<file path="src/rtl/fpr_pkg.sv">
// Constants shared by the floating-point rounding stage.
// Assumes a single core clock and a synchronous active-low reset.
package fpr_pkg;
  // Rounding-control encodings.
  localparam logic [1:0] RND_NEAREST = 2'h0;
  localparam logic [1:0] RND_DOWN = 2'h1;
  localparam logic [1:0] RND_UP = 2'h2;
  localparam logic [1:0] RND_ZERO = 2'h3;
  localparam logic [1:0] RND_RESET = 2'h0;
  // Field positions in the scalar stack control word.
  localparam int STK_RND_LO = 10;
  localparam int STK_RND_HI = 11;
  localparam logic [15:0] STK_CTRL_RESET = 16'h037F;
  // Field positions in the SIMD control and status register.
  localparam int SIMD_FLAG_LO = 0;
  localparam int SIMD_MASK_LO = 7;
  localparam int SIMD_RND_LO = 13;
  localparam int SIMD_RND_HI = 14;
  localparam logic [31:0] SIMD_CSR_RESET = 32'h00001F80;
  // Exception flag order inside a six-bit group.
  localparam int EX_INV = 0;
  localparam int EX_DEN = 1;
  localparam int EX_DIV = 2;
  localparam int EX_OVF = 3;
  localparam int EX_UNF = 4;
  localparam int EX_INX = 5;
  localparam int EX_NUM = 6;
  // Destination formats.
  localparam logic [1:0] FMT_SINGLE = 2'h0;
  localparam logic [1:0] FMT_DOUBLE = 2'h1;
  localparam logic [1:0] FMT_EXT = 2'h2;
  // Fraction widths and maximum biased exponents per format.
  localparam int FRAC_S = 23;
  localparam int FRAC_D = 52;
  localparam int FRAC_X = 63;
  localparam logic [14:0] EMAX_S = 15'h00FF;
  localparam logic [14:0] EMAX_D = 15'h07FF;
  localparam logic [14:0] EMAX_X = 15'h7FFF;
  // Width of the incoming significand: integer bit, 63 fraction bits, guard, round, sticky.
  localparam int SIG_W = 67;
  // Operation classes seen by the rounder.
  localparam logic [2:0] OP_ARITH = 3'h0;
  localparam logic [2:0] OP_COMPARE = 3'h1;
  localparam logic [2:0] OP_TRUNC_CONV = 3'h2;
  localparam logic [2:0] OP_NAN = 3'h3;
endpackage : fpr_pkg

</file>
<file path="src/rtl/fpr_rounder.sv">
// Floating-point result rounding stage with two independent rounding-control
// environments (scalar stack and SIMD), sticky exception flags and NaN handling.
// Assumes the execution core presents a normalised exact result with guard,
// round and sticky bits, and one operation per cycle with a valid strobe.
//
// Summary of operation
// - Mode 00B rounds nearest, ties to even.
// - Mode 01B rounds toward negative infinity.
// - Mode 10B rounds toward positive infinity.
// - Mode 11B truncates toward zero.
// - Reset leaves both fields at nearest.
// - Exact results pass through unchanged.
// - Pick one of two bracketing values.
// - Single format keeps 23 fraction bits.
// - Inexact rounding sets the inexact flag.
// - Compares, exact and NaN ignore mode.
// - Stack field sits in bits 10-11.
// - SIMD field sits in bits 13-14.
// - Each field governs only its unit.
// - Truncating conversions always round toward zero.
// - Reserved quiet NaN indefinite per format.
// - Six exception classes are flagged; denormal and divide come in on i_pre_exc.
// - NaN payload bits pass through untouched.
// - Signaling NaN fault reports operand address.
// - NaN quiet when top fraction bit set.
// - Quieting sets only the top fraction bit.
// - Exception flags stay set until cleared.
// - SIMD flags bits 0-5, masks 7-12.
`timescale 1ns/100ps
module fpr_rounder (
  input wire logic i_clock,
  input wire logic i_rst_n,
  input wire logic i_stk_ctrl_we,
  input wire logic [15:0] i_stk_ctrl_wdata,
  input wire logic i_simd_csr_we,
  input wire logic [31:0] i_simd_csr_wdata,
  input wire logic i_valid,
  input wire logic i_is_simd,
  input wire logic [2:0] i_op_class,
  input wire logic [1:0] i_fmt,
  input wire logic i_sign,
  input wire logic [14:0] i_exp,
  input wire logic [fpr_pkg::SIG_W-1:0] i_sig,
  input wire logic i_nan_in,
  input wire logic i_gen_indef,
  input wire logic [5:0] i_pre_exc,
  input wire logic [31:0] i_operand_addr,
  output logic o_valid,
  output logic o_sign,
  output logic [14:0] o_exp,
  output logic [63:0] o_sig,
  output logic [15:0] o_stk_ctrl,
  output logic [5:0] o_stk_status,
  output logic [31:0] o_simd_control_status_reg,
  output logic o_fault,
  output logic [31:0] o_fault_addr
);
  logic [15:0] stk_ctrl_q;
  logic [5:0] stk_flags_q;
  logic [31:0] csr_q;
  logic [1:0] mode;
  logic [5:0] masks;
  logic [6:0] fw;
  logic [14:0] emax;
  logic [64:0] kept;
  logic [64:0] ulp;
  logic [64:0] sum;
  logic [63:0] lsb_mask;
  logic lsb;
  logic guard;
  logic rest;
  logic inexact;
  logic round_up;
  logic carry;
  logic [14:0] exp_r;
  logic ovf;
  logic unf;
  logic is_nan;
  logic snan;
  logic [63:0] sig_r;
  logic [14:0] exp_o;
  logic [5:0] exc;

  assign mode = (i_op_class == fpr_pkg::OP_TRUNC_CONV) ? fpr_pkg::RND_ZERO :
                i_is_simd ? csr_q[fpr_pkg::SIMD_RND_HI:fpr_pkg::SIMD_RND_LO] :
                stk_ctrl_q[fpr_pkg::STK_RND_HI:fpr_pkg::STK_RND_LO];
  assign masks = i_is_simd ? csr_q[fpr_pkg::SIMD_MASK_LO+5:fpr_pkg::SIMD_MASK_LO] :
                 stk_ctrl_q[5:0];

  always_comb begin
    case (i_fmt)
      fpr_pkg::FMT_SINGLE: begin
        fw = 7'(fpr_pkg::FRAC_S);
        emax = fpr_pkg::EMAX_S;
      end
      fpr_pkg::FMT_DOUBLE: begin
        fw = 7'(fpr_pkg::FRAC_D);
        emax = fpr_pkg::EMAX_D;
      end
      default: begin
        fw = 7'(fpr_pkg::FRAC_X);
        emax = fpr_pkg::EMAX_X;
      end
    endcase
  end

  // guard, round and sticky beyond LSB; the low three input bits are G, R, S.
  always_comb begin
    lsb_mask = 64'hFFFFFFFFFFFFFFFF << (7'd63 - fw);
    kept = {1'b0, i_sig[fpr_pkg::SIG_W-1:3] & lsb_mask};
    ulp = {1'b0, 64'h1 << (7'd63 - fw)};
    lsb = |(i_sig[fpr_pkg::SIG_W-1:3] & ulp[63:0]);
    guard = |(i_sig[fpr_pkg::SIG_W-1:3] & (ulp[63:0] >> 1)) | ((fw == 7'd63) & i_sig[2]);
    rest = |(i_sig[fpr_pkg::SIG_W-1:3] & ~lsb_mask & ~(ulp[63:0] >> 1)) |
           (fw == 7'd63 ? |i_sig[1:0] : |i_sig[2:0]);
    inexact = guard | rest;
  end

  // choose between the two bracketing values by mode.
  always_comb begin
    case (mode)
      fpr_pkg::RND_NEAREST: round_up = guard & (rest | lsb);
      fpr_pkg::RND_DOWN: round_up = inexact & i_sign;
      fpr_pkg::RND_UP: round_up = inexact & ~i_sign;
      default: round_up = 1'b0;
    endcase
  end

  // renormalise on carry-out, then check overflow.
  always_comb begin
    // exact values pass unchanged since round_up needs inexact.
    sum = kept + (round_up ? ulp : 65'h0);
    carry = sum[64];
    exp_r = carry ? i_exp + 15'h1 : i_exp;
    ovf = (exp_r >= emax);
    unf = inexact & ~i_sig[fpr_pkg::SIG_W-1] & (i_exp == 15'h0);
  end

  // quiet bit test and quieting of NaNs; payload kept.
  always_comb begin
    is_nan = i_nan_in & (i_op_class == fpr_pkg::OP_NAN || i_op_class == fpr_pkg::OP_ARITH);
    // The top fraction bit sits just below the integer bit.
    snan = is_nan & ~i_sig[fpr_pkg::SIG_W-2];
    sig_r = carry ? {1'b1, sum[63:1]} : sum[63:0];
    exp_o = exp_r;
    // quiet NaN indefinite: integer bit and top fraction bit set.
    if (i_gen_indef) begin
      sig_r = 64'hC000000000000000;
      exp_o = emax;
    end else if (is_nan) begin
      sig_r = i_sig[fpr_pkg::SIG_W-1:3] | 64'h4000000000000000;
      exp_o = emax;
    end else if (i_op_class == fpr_pkg::OP_COMPARE) begin
      sig_r = i_sig[fpr_pkg::SIG_W-1:3];
      exp_o = i_exp;
    end
  end

  // six exception classes; inexact when the value changed.
  always_comb begin
    exc = i_pre_exc;
    exc[fpr_pkg::EX_INV] = i_pre_exc[fpr_pkg::EX_INV] | snan | i_gen_indef;
    if (!is_nan && !i_gen_indef && i_op_class != fpr_pkg::OP_COMPARE) begin
      exc[fpr_pkg::EX_INX] = i_pre_exc[fpr_pkg::EX_INX] | inexact;
      exc[fpr_pkg::EX_OVF] = i_pre_exc[fpr_pkg::EX_OVF] | ovf;
      exc[fpr_pkg::EX_UNF] = i_pre_exc[fpr_pkg::EX_UNF] | unf;
    end
  end

  // scalar stack control word; default rounding is nearest.
  always_ff @(posedge i_clock) begin
    if (!i_rst_n) begin
      stk_ctrl_q <= fpr_pkg::STK_CTRL_RESET;
    end else if (i_stk_ctrl_we) begin
      stk_ctrl_q <= i_stk_ctrl_wdata;
    end
  end

  // stack flags are sticky; a new event wins over a same-cycle write.
  always_ff @(posedge i_clock) begin
    if (!i_rst_n) begin
      stk_flags_q <= 6'h00;
    end else begin
      stk_flags_q <= (i_stk_ctrl_we ? 6'h00 : stk_flags_q) |
                     ((i_valid && !i_is_simd) ? exc : 6'h00);
    end
  end

  // SIMD register, flags sticky with set winning over clear.
  always_ff @(posedge i_clock) begin
    if (!i_rst_n) begin
      csr_q <= fpr_pkg::SIMD_CSR_RESET;
    end else begin
      csr_q <= (i_simd_csr_we ? {16'h0000, i_simd_csr_wdata[15:0]} : csr_q) |
               ((i_valid && i_is_simd) ? {26'h0, exc} : 32'h0);
    end
  end

  // Registered result; data outputs come straight from flops.
  always_ff @(posedge i_clock) begin
    if (!i_rst_n) begin
      o_valid <= 1'b0;
      o_sign <= 1'b0;
      o_exp <= 15'h0;
      o_sig <= 64'h0;
    end else begin
      o_valid <= i_valid & ~(|(exc & ~masks));
      o_sign <= i_sign;
      o_exp <= exp_o;
      o_sig <= sig_r;
    end
  end

  // unmasked exception faults with the offending operand address.
  always_ff @(posedge i_clock) begin
    if (!i_rst_n) begin
      o_fault <= 1'b0;
      o_fault_addr <= 32'h0;
    end else begin
      o_fault <= i_valid & (|(exc & ~masks));
      if (i_valid && |(exc & ~masks)) begin
        o_fault_addr <= i_operand_addr;
      end
    end
  end

  assign o_stk_ctrl = stk_ctrl_q;
  assign o_stk_status = stk_flags_q;
  assign o_simd_control_status_reg = csr_q;
endmodule : fpr_rounder

</file>
<file path="config.mk">
export PLATFORM = sky130hd
export DESIGN_NAME = fpr_rounder
export DESIGN_NICKNAME = d
export VERILOG_FILES = /design/src/rtl/fpr_pkg.sv /design/src/rtl/fpr_rounder.sv
export SDC_FILE = /design/constraint.sdc
export NUM_CORES = 1
export LEC_CHECK = 0
export BUFFER_PORTS_ARGS = -buffer_cell sky130_fd_sc_hd__buf_2
export CAP_MARGIN = 25
export CORE_AREA = 2 2 137 139
export CTS_CLUSTER_SIZE = 40
export DETAILED_ROUTE_END_ITERATION = 12
export DIE_AREA = 0 0 139 141
export PLACE_DENSITY = 0.81
export SLEW_MARGIN = 30
export SYNTH_ARGS = -nofsm -noshare
export SYNTH_HDL_FRONTEND = slang
export SYNTH_SLANG_ARGS = --single-unit
</file>
<file path="constraint.sdc">
create_clock -name i_clock -period 14.66 [get_ports i_clock]
set_input_delay 1.466 -clock i_clock [delete_from_list [all_inputs] [get_ports i_clock]]
set_output_delay 1.466 -clock i_clock [all_outputs]
set_load 0.01 [all_outputs]
</file>
==> results of run 1 <==
-- worst register-to-register path, delay by kind of cell, from the launching register on --
kind	cells	cell delay (ns)
and+or+nand+nor	12	3.21
AOI/OAI and AO/OA	7	1.26
adders and majority gates	4	0.91
DFF	1	0.37
buffers and inverters	1	0.34
xor gates and xnor gates	2	0.29
muxes	1	0.12
-- power by group through the flow --
| stage | clock (uW) | sequential [uW] | combinational, uW |
|---|---|---|---|
| after CTS | 439 | 450 | 208 |
| after detailed placement | 0 | 459 | 207 |
| after floorplan | 0 | 472 | 111 |
| final | 432 | 450 | 210 |
| after global placement | 0 | 458 | 202 |
| after global routing | 457 | 453 | 229 |
-- stage by stage --
| stage | setup WS [ns] | std cells | power (uW) | utilization |
|---|---|---|---|---|
| finish | 6.17 | 1659 | 1090 | 0.606 |
| global placement | 5.87 | 1623 | 661 | 0.573 |
| detailed placement | 5.76 | 1624 | 666 | 0.574 |
| CTS | 6.21 | 1656 | 1100 | 0.606 |
| floorplan | 7.65 | 1157 | 584 | - |
| global route | 5.63 | 1659 | 1140 | 0.606 |
-- Yosys cell counts (all sizes together), types with 9 or more instances --
master	count
nand3	80
or2	9
a21oi	77
o21ai	97
xor2	25
and3	18
o211ai	13
clkbuf	57
xnor2	34
inv	20
mux2i	43
nor4	24
nor2	101
a31oi	14
or3	14
ha	19
nand2	141
and2	11
nor3	34
dfxtp	152
buf	38
nand4	23
-- cell type report --
type | count | share of cell area
Multi-Input combinational cell | 888 | 0.486
Sequential cell | 152 | 0.275
Timing Repair Buffer | 328 | 0.152
Clock buffer | 18 | 0.0387
Tap cell | 234 | 0.0264
Clock inverter | 14 | 0.0133
Inverter | 22 | 0.00746
Antenna cell | 3 | 0.000678
-- per-layer routing --
layer	vias to the layer above	part of all wire	global-route usage
met2	462	0.46	0.434
met4	0	0.036	0.125
met1	4396	0.43	0.361
li1	4580	-	-
met5	-	0	0
met3	74	0.074	0.0550
-- final timing paths --
path                                       from                to  slack [ns]  cells after the start
hold reg to reg                o_fault_addr[16]  o_fault_addr[16]        0.45                      2
hold / removal                 o_fault_addr[16]  o_fault_addr[16]        0.45                      2
setup / recovery                       i_fmt[1]   o_fault_addr[1]        6.17                     29
setup reg to reg  o_simd_control_status_reg[13]   o_fault_addr[1]        8.02                     27
-- cell families (layout without fill, tap and decap cells) --
family / Yosys count / count (layout)
simple gates: 477 / 477
flops: 152 / 152
other cells: 1 / 22
buf+inv: 117 / 382
compound gates: 268 / 268
xor+xnor: 59 / 59
mux: 46 / 46
fa+ha+maj: 19 / 19
==> results.yml, run 1 <==
final_layout:
  regMostFlops: "o_sig"
  largest_reg_flops: 64
  multiInputGateArea_um2: 5390
  finalNetCount: 1610
  seq_area_um2: 3040
  drive_gt1_frac: 0.281
  fillers: 1644
  syn_to_final_growth_pct: 24.7
  reg_top3: "o_sig (64), o_fault_addr (32)"
  layout_common_cells: "buf_2 (317), dfxtp_1 (152), nand2_1 (141)"
  mostFrequentLayoutCell: "buf_2"
  fin_area_um2: 11100
detailed_routing:
  drt_iter0_drc: 782
  vias: 9512
  viasPerCell: 5.73
  dr.pass1.iters: 5
  final_antenna_net_count: 0
  route.detailed.drc: 0
  post_drt_wl_per_cell_um: 17.1
  routed_wl_um: 28300
timing:
  max_freq_mhz: 118
  slew_viol_final: 0
  fin_crit_sh: 0.579
  finalSetupTns_ns: 0
  min_period_ns: 8.49
  finalClockSkew_ns: 0.0203
  setup_viol: 0
  grt_setup_unrepaired: "no"
  relSlewSlack: 0.421
  hold_viol_final: 0
  worst_pin_slew_ns: 0.859
  whs_ns: 0.446
pwr:
  power_density_nw_per_um2: 98.6
  clkPwrFrac: 0.396
  power_frac_comb: 0.192
  pwr-share-seq: 0.412
  p_sw_uw: 345
  p_sw_frac: 0.316
  p_leak_uw: 0.00507
  p_int_uw: 747
  peakVddDrop_mv: 0.0847
worst_setup_path:
  cp-end-kind: "register"
  path_buf_inv: 4
  crit_family: "simple AND/OR/NAND/NOR gates"
  setup.worst_path.class: "in2reg"
  worst_setup_path_start_kind: "input pin"
  max_stage_delay_ns: 0.50
  critPathSlowestCell: "o21ai_0"
  cp_data_required_time_ns: 14.95
  cp.arrival_ns: 8.78
  critPathMaxFanout: 65
cts:
  postCtsSetupRepairBufs: 0
  htree_levels: 4
  cts-buffers-inserted: 17
  cts_tree: "yes"
  cts.path.max_buffers: 2
  clk_pin_slew_ns: 0.07
  clk_latency_ns: 0.44
  cts_sinks: 152
  root_buffer: "clkbuf_16"
  cts-resized-gates: 0
  ctsHoldBuffers: 0
synthesis:
  synth_area_leaders: "dfxtp_1 (34%), nand2_1 (6.0%), mux2i_1 (4.8%)"
  ys.flop_type: "dfxtp_1"
  seq_area_frac_synth: 0.343
  mappedNetlistArea_um2: 8880
  ys_async_sr_fraction: 0
  synth.avg_cell_area_um2: 7.80
  synth-edff-count: 0
  synth_xor_area_frac: 0.0582
  synth_compound_area_frac: 0.189
  synth_cell_types: 72
  yosys_warnings: 0
  muxShareOfSynthArea: 0.0523
  synth_fa_ha_area_frac: 0.0268
  ys_ff_latch: 152
  syn_inst: 1139
  synth_top_family_by_area: "simple AND/OR/NAND/NOR gates"
  yosysTopAreaCellShare: 0.343
  synth_top_cell_by_area: "dfxtp_1"
  synthSimpleGateAreaFrac: 0.268
floorplanning:
  dieArea_um2: 19600
  fp.dieW_um: 139
  coreArea_um2: 18300
  io_pins: 350
  die_y_um: 141
  start_util: 0.486
  num_rows: 50
place:
  gp_congestion: 0.912
  placed_cell_area_um2: 10500
  hpwl_um: 21000
  port_buffers: 317
global_routing:
  grt_max_degree: 87
  antenna_found_initial: 3
  grt_pass1_vias: 8458
  grt_first_pass_wirelength_um: 43600
  grt_overflow_total: 0
  grt_usage: 0.274
run_status:
  status: "finished clean"
run:
  cap_viol_max_count: 0
min_path:
  hold_path_class: "reg2reg"
Power figures use the tool's default switching activity.
==> run 2, diff against run 1 <==
- ABC_AREA: default -> 1
- CORE_AREA: 2 2 137 139 -> default
- CORE_MARGIN: default -> 2
- CORE_UTILIZATION: default -> 46
- DIE_AREA: 0 0 139 141 -> default
- PLACE_DENSITY: 0.81 -> 0.78
- clock period: 14.66 -> 7.1 ns (I/O delays scaled with it)
==> results.yml, run 2 <==
run_status:
  status: "finished clean"
cts:
  cts_tree: "yes"
  htree_levels: 4
  postCtsSetupRepairBufs: 0
  root_buffer: "clkbuf_16"
  cts.path.max_buffers: 2
  cts-buffers-inserted: 17
  ctsHoldBuffers: 0
  cts-resized-gates: 0
  cts_sinks: 152
  clk_pin_slew_ns: 0.08
  clk_latency_ns: 0.44
floorplanning:
  die_y_um: 151
  io_pins: 350
  coreArea_um2: 21100
  dieArea_um2: 22700
  num_rows: 53
  start_util: 0.469
  fp.dieW_um: 151
detailed_routing:
  viasPerCell: 5.18
  route.detailed.drc: 0
  dr.pass1.iters: 8
  vias: 10777
  final_antenna_net_count: 0
  post_drt_wl_per_cell_um: 15.4
  routed_wl_um: 32000
  drt_iter0_drc: 742
pwr:
  peakVddDrop_mv: 0.157
  p_leak_uw: 0.00606
  power_density_nw_per_um2: 196
  power.total_uw: 2370
final_layout:
  drive_gt1_frac: 0.239
  mostFrequentLayoutCell: "nand2_1"
  layout_common_cells: "nand2_1 (347), buf_2 (317), nor2_1 (185)"
  finalNetCount: 1993
  regMostFlops: "o_sig"
  syn_to_final_growth_pct: 22.4
  largest_reg_flops: 64
  reg_top3: "o_sig (64), o_fault_addr (32)"
synthesis:
  ys_async_sr_fraction: 0
  yosysTopAreaCellShare: 0.308
  ys_ff_latch: 152
  ys.flop_type: "dfxtp_1"
  seq_area_frac_synth: 0.308
  synth_most_common_cell: "nand2_1"
  synth_cell_types: 55
  mappedNetlistArea_um2: 9880
  synth-edff-count: 0
  synth.avg_cell_area_um2: 6.54
  synth_top_cell_by_area: "dfxtp_1"
  synth_common_cells: "nand2_1 (348), nor2_1 (185), inv_1 (154), dfxtp_1 (152), a21oi_1 (151)"
  synth_area_leaders: "dfxtp_1 (31%), nand2_1 (13%), a21oi_1 (7.6%)"
  syn_inst: 1512
  yosys_warnings: 0
timing:
  relSlewSlack: 0.394
  min_period_ns: 6.10
  worst_pin_slew_ns: 0.909
  finalClockSkew_ns: 0.0226
  slew_viol_final: 0
  fin_crit_sh: 0.859
  grt_setup_unrepaired: "no"
  finalSetupTns_ns: 0
  max_freq_mhz: 164
  hold_viol_final: 0
  setup_viol: 0
worst_setup_path:
  cpMostUsedCell: "nand4_1"
  cp.arrival_ns: 6.41
  path_buf_inv: 7
  critPathSlowestCell: "nor4_1"
  cp_data_required_time_ns: 7.41
  cp-end-kind: "register"
  max_stage_delay_ns: 0.35
  worst_setup_path_start_kind: "input pin"
  setup.worst_path.class: "in2reg"
  critPathMaxFanout: 66
  crit_family: "simple AND/OR/NAND/NOR gates"
global_routing:
  antenna_found_initial: 2
  grt_pass1_vias: 9602
  grt_overflow_total: 0
  grt_max_degree: 91
  grt_usage: 0.271
  grt_first_pass_wirelength_um: 48700
place:
  hpwl_um: 24400
  gp_congestion: 0.961
  port_buffers: 317
run:
  cap_viol_max_count: 0
min_path:
  hold_path_class: "reg2reg"
## run 2: cell count changes in the layout (fill, tap and decap cells not counted), moves of 17 or more
cell,delta
nand3_2,+17
o21ai_1,-17
inv_1,+134
mux2i_1,-39
xor2_1,+24
nand2_1,+206
and3_1,-18
xnor2_1,-19
nand3_1,+19
nor2_1,+90
a21oi_1,+74
o21ai_0,-18
## run 2: tightest hold or removal path: cells and delay by family (launching register included)
kind,cells,cell delay [ns]
flip-flops,1,0.33
AND/OR/NAND/NOR,2,0.10
## run 2: logic make-up (layout without fill, tap and decap cells)
| kind of cell | Yosys count | count (layout) | share of synthesized area |
|---|---|---|---|
| DFF | 152 | 152 | 0.308 |
| muxes | 4 | 4 | 0.00405 |
| xor gates and xnor gates | 64 | 64 | 0.0567 |
| and+or+nand+nor | 770 | 770 | 0.356 |
| other | 1 | 21 | 0.000379 |
| buffers and inverters | 246 | 521 | 0.109 |
| AOI/OAI and AO/OA | 256 | 256 | 0.142 |
| adders and majority gates | 19 | 19 | 0.0241 |
## run 2: worst paths after layout
check	start	to	slack, ns	cells after the start
worst max-delay path	i_sig[41]	o_fault_addr[8]	1.00	37
worst min-delay path	o_stk_ctrl[6]	o_stk_ctrl[6]	0.46	2
worst max register to register	o_simd_control_status_reg[14]	o_fault_addr[8]	1.31	36
worst min register to register	o_stk_ctrl[6]	o_stk_ctrl[6]	0.46	2
## run 2: metrics by stage
stage               worst slack, ns  area, um^2  hold WS, ns  std cells  utilization
detailed placement            0.619       11500        0.439       2048        0.546
floorplan                      1.50        9950        0.487       1530            -
CTS                            1.04       12100        0.458       2080        0.574
global route                  0.464       12100        0.484       2081        0.574
global placement              0.669       11500        0.437       2048        0.546
finish                         1.00       12100        0.461       2082        0.574
## run 2: report_power, final
part	switching [uW]	total, uW	internal, uW
clock network	423	922	499
logic	324	512	187
registers	24.7	937	912
total	772	2370	1600
## run 2: cell type report
type | count | area (um^2)
Clock inverter | 14 | 155
Inverter | 161 | 608
Sequential cell | 152 | 3040
Antenna cell | 2 | 5.00
Multi-Input combinational cell | 1132 | 5830
Fill cell | 2096 | 8990
Clock buffer | 18 | 429
Tap cell | 275 | 344
Timing Repair Buffer | 328 | 1680
## run 2: metal layers
layer | track usage | routed length, um | up-vias
met1 | 0.375 | 14500 | 4889
met5 | 0 | 0 | -
li1 | - | - | 5442
met4 | 0.0799 | 599 | 0
met2 | 0.434 | 14700 | 402
met3 | 0.0430 | 2250 | 44
==> run 3, diff against run 2 <==
- BUFFER_PORTS_ARGS: -buffer_cell sky130_fd_sc_hd__buf_2 -> -buffer_cell sky130_fd_sc_hd__buf_4
==> results.yml, run 3 (synthesis gave the netlist of run 2 again) <==
min_path:
  holdPathEnd: "o_sign"
  whs_path_depth: 3
  hold_path_class: "in2reg"
  min-delay-start: "i_sign"
detailed_routing:
  vias: 10794
  dr.pass1.iters: 5
  viasPerCell: 5.20
  final_antenna_net_count: 0
  routed_wl_um: 32600
  route.detailed.drc: 0
  drt_iter0_drc: 729
  post_drt_wl_per_cell_um: 15.7
global_routing:
  grt_first_pass_wirelength_um: 50100
  antenna_found_initial: 1
  grt_overflow_total: 0
  grt_pass1_vias: 9686
  grt_max_degree: 91
  grt_usage: 0.278
final_layout:
  layout_common_cells: "nand2_1 (347), buf_4 (324), nor2_1 (185)"
  largest_reg_flops: 64
  drive_gt1_frac: 0.238
  fin_area_um2: 12900
  finalNetCount: 1990
  multiInputGateArea_um2: 5830
  mostFrequentLayoutCell: "nand2_1"
  fillers: 1987
  seq_area_um2: 3040
  regMostFlops: "o_sig"
  reg_top3: "o_sig (64), o_fault_addr (32)"
  final_cells: 2077
  syn_to_final_growth_pct: 30.4
worst_setup_path:
  critPathSlowestCell: "nor4_1"
  critPathMaxFanout: 66
  setup.worst_path.class: "in2reg"
  cp.arrival_ns: 6.48
  worst_setup_path_start_kind: "input pin"
  rr_worst_depth: 36
  crit_start: "i_sig[36]"
  cp_data_required_time_ns: 7.42
  cp-end-kind: "register"
  rrSetupSlack_ns: 1.36
  r2r-end: "o_fault_addr[11]"
  max_stage_delay_ns: 0.46
  worst_r2r_startpoint: "o_simd_control_status_reg[14]"
  cpMostUsedCell: "nor2_1"
timing:
  hold_viol_final: 0
  whs_ns: 0.466
  grt_setup_unrepaired: "no"
  relSlewSlack: 0.395
  worst_pin_slew_ns: 0.908
  max_freq_mhz: 162
  setup_viol: 0
  min_period_ns: 6.16
  fin_crit_sh: 0.867
  finalSetupTns_ns: 0
  slew_viol_final: 0
  finalClockSkew_ns: 0.0161
floorplanning:
  fp.dieW_um: 151
  coreArea_um2: 21100
  io_pins: 350
  die_y_um: 151
  dieArea_um2: 22700
  num_rows: 53
  start_util: 0.469
run:
  cap_viol_max_count: 0
cts:
  cts.path.max_buffers: 2
  clk_pin_slew_ns: 0.08
  cts_sinks: 152
  postCtsSetupRepairBufs: 0
  ctsHoldBuffers: 0
  cts-buffers-inserted: 17
  htree_levels: 4
  cts-resized-gates: 0
  root_buffer: "clkbuf_16"
  cts_tree: "yes"
  clk_latency_ns: 0.44
place:
  placed_cell_area_um2: 12300
  dp.cells: 2045
  gp_congestion: 0.966
  hpwl_um: 24900
  port_buffers: 317
pwr:
  peakVddDrop_mv: 0.149
  p_leak_uw: 0.00626
  power_density_nw_per_um2: 191
run_status:
  status: "finished clean"
## run 3: how the worst max path moves through the flow
stage               slack (ns)          endpoint
finish                    0.94  o_fault_addr[11]
floorplan                 1.50  o_fault_addr[24]
CTS                       1.04   o_fault_addr[4]
global route              0.37  o_fault_addr[27]
global placement          0.66  o_fault_addr[11]
detailed placement        0.58   o_fault_addr[4]
## run 3: report_power, final
part           leakage [uW]  switching [uW]  internal (uW)  total, uW
Sequential          0.00126            27.6            912        940
Combinational       0.00471             323            243        566
Clock              0.000294             424            533        957
Total               0.00626             774           1690       2460
## run 3: layout make-up
cell class / count / area share
repair buffers: 325 / 0.190
well taps: 275 / 0.0267
inverters: 161 / 0.0472
multi-input cells: 1132 / 0.453
clock buffers: 17 / 0.0330
flip-flops and latches: 152 / 0.236
clock inverters: 14 / 0.0139
diodes: 1 / 0.000194
## run 3: worst max-delay path: cells and delay by family
family / cells / cell delay, ns
simple gates: 25 / 3.44
xor+xnor: 1 / 0.20
compound gates: 4 / 0.85
buf+inv: 5 / 0.61
fa+ha+maj: 2 / 0.62
## run 3: through the flow
stage	power, uW	util	worst slack, ns
floorplan	1280	-	1.50
global placement	1510	0.582	0.663
detailed placement	1520	0.582	0.581
CTS	2480	0.611	1.04
global route	2580	0.611	0.366
finish	2460	0.611	0.942
## run 3: per-layer routing
layer	global-route usage	wire length, um	vias up
met1	0.380	14600	4940
met3	0.0524	2210	32
met2	0.453	15300	390
met4	0.0659	391	0
li1	-	-	5432
met5	0	0	-
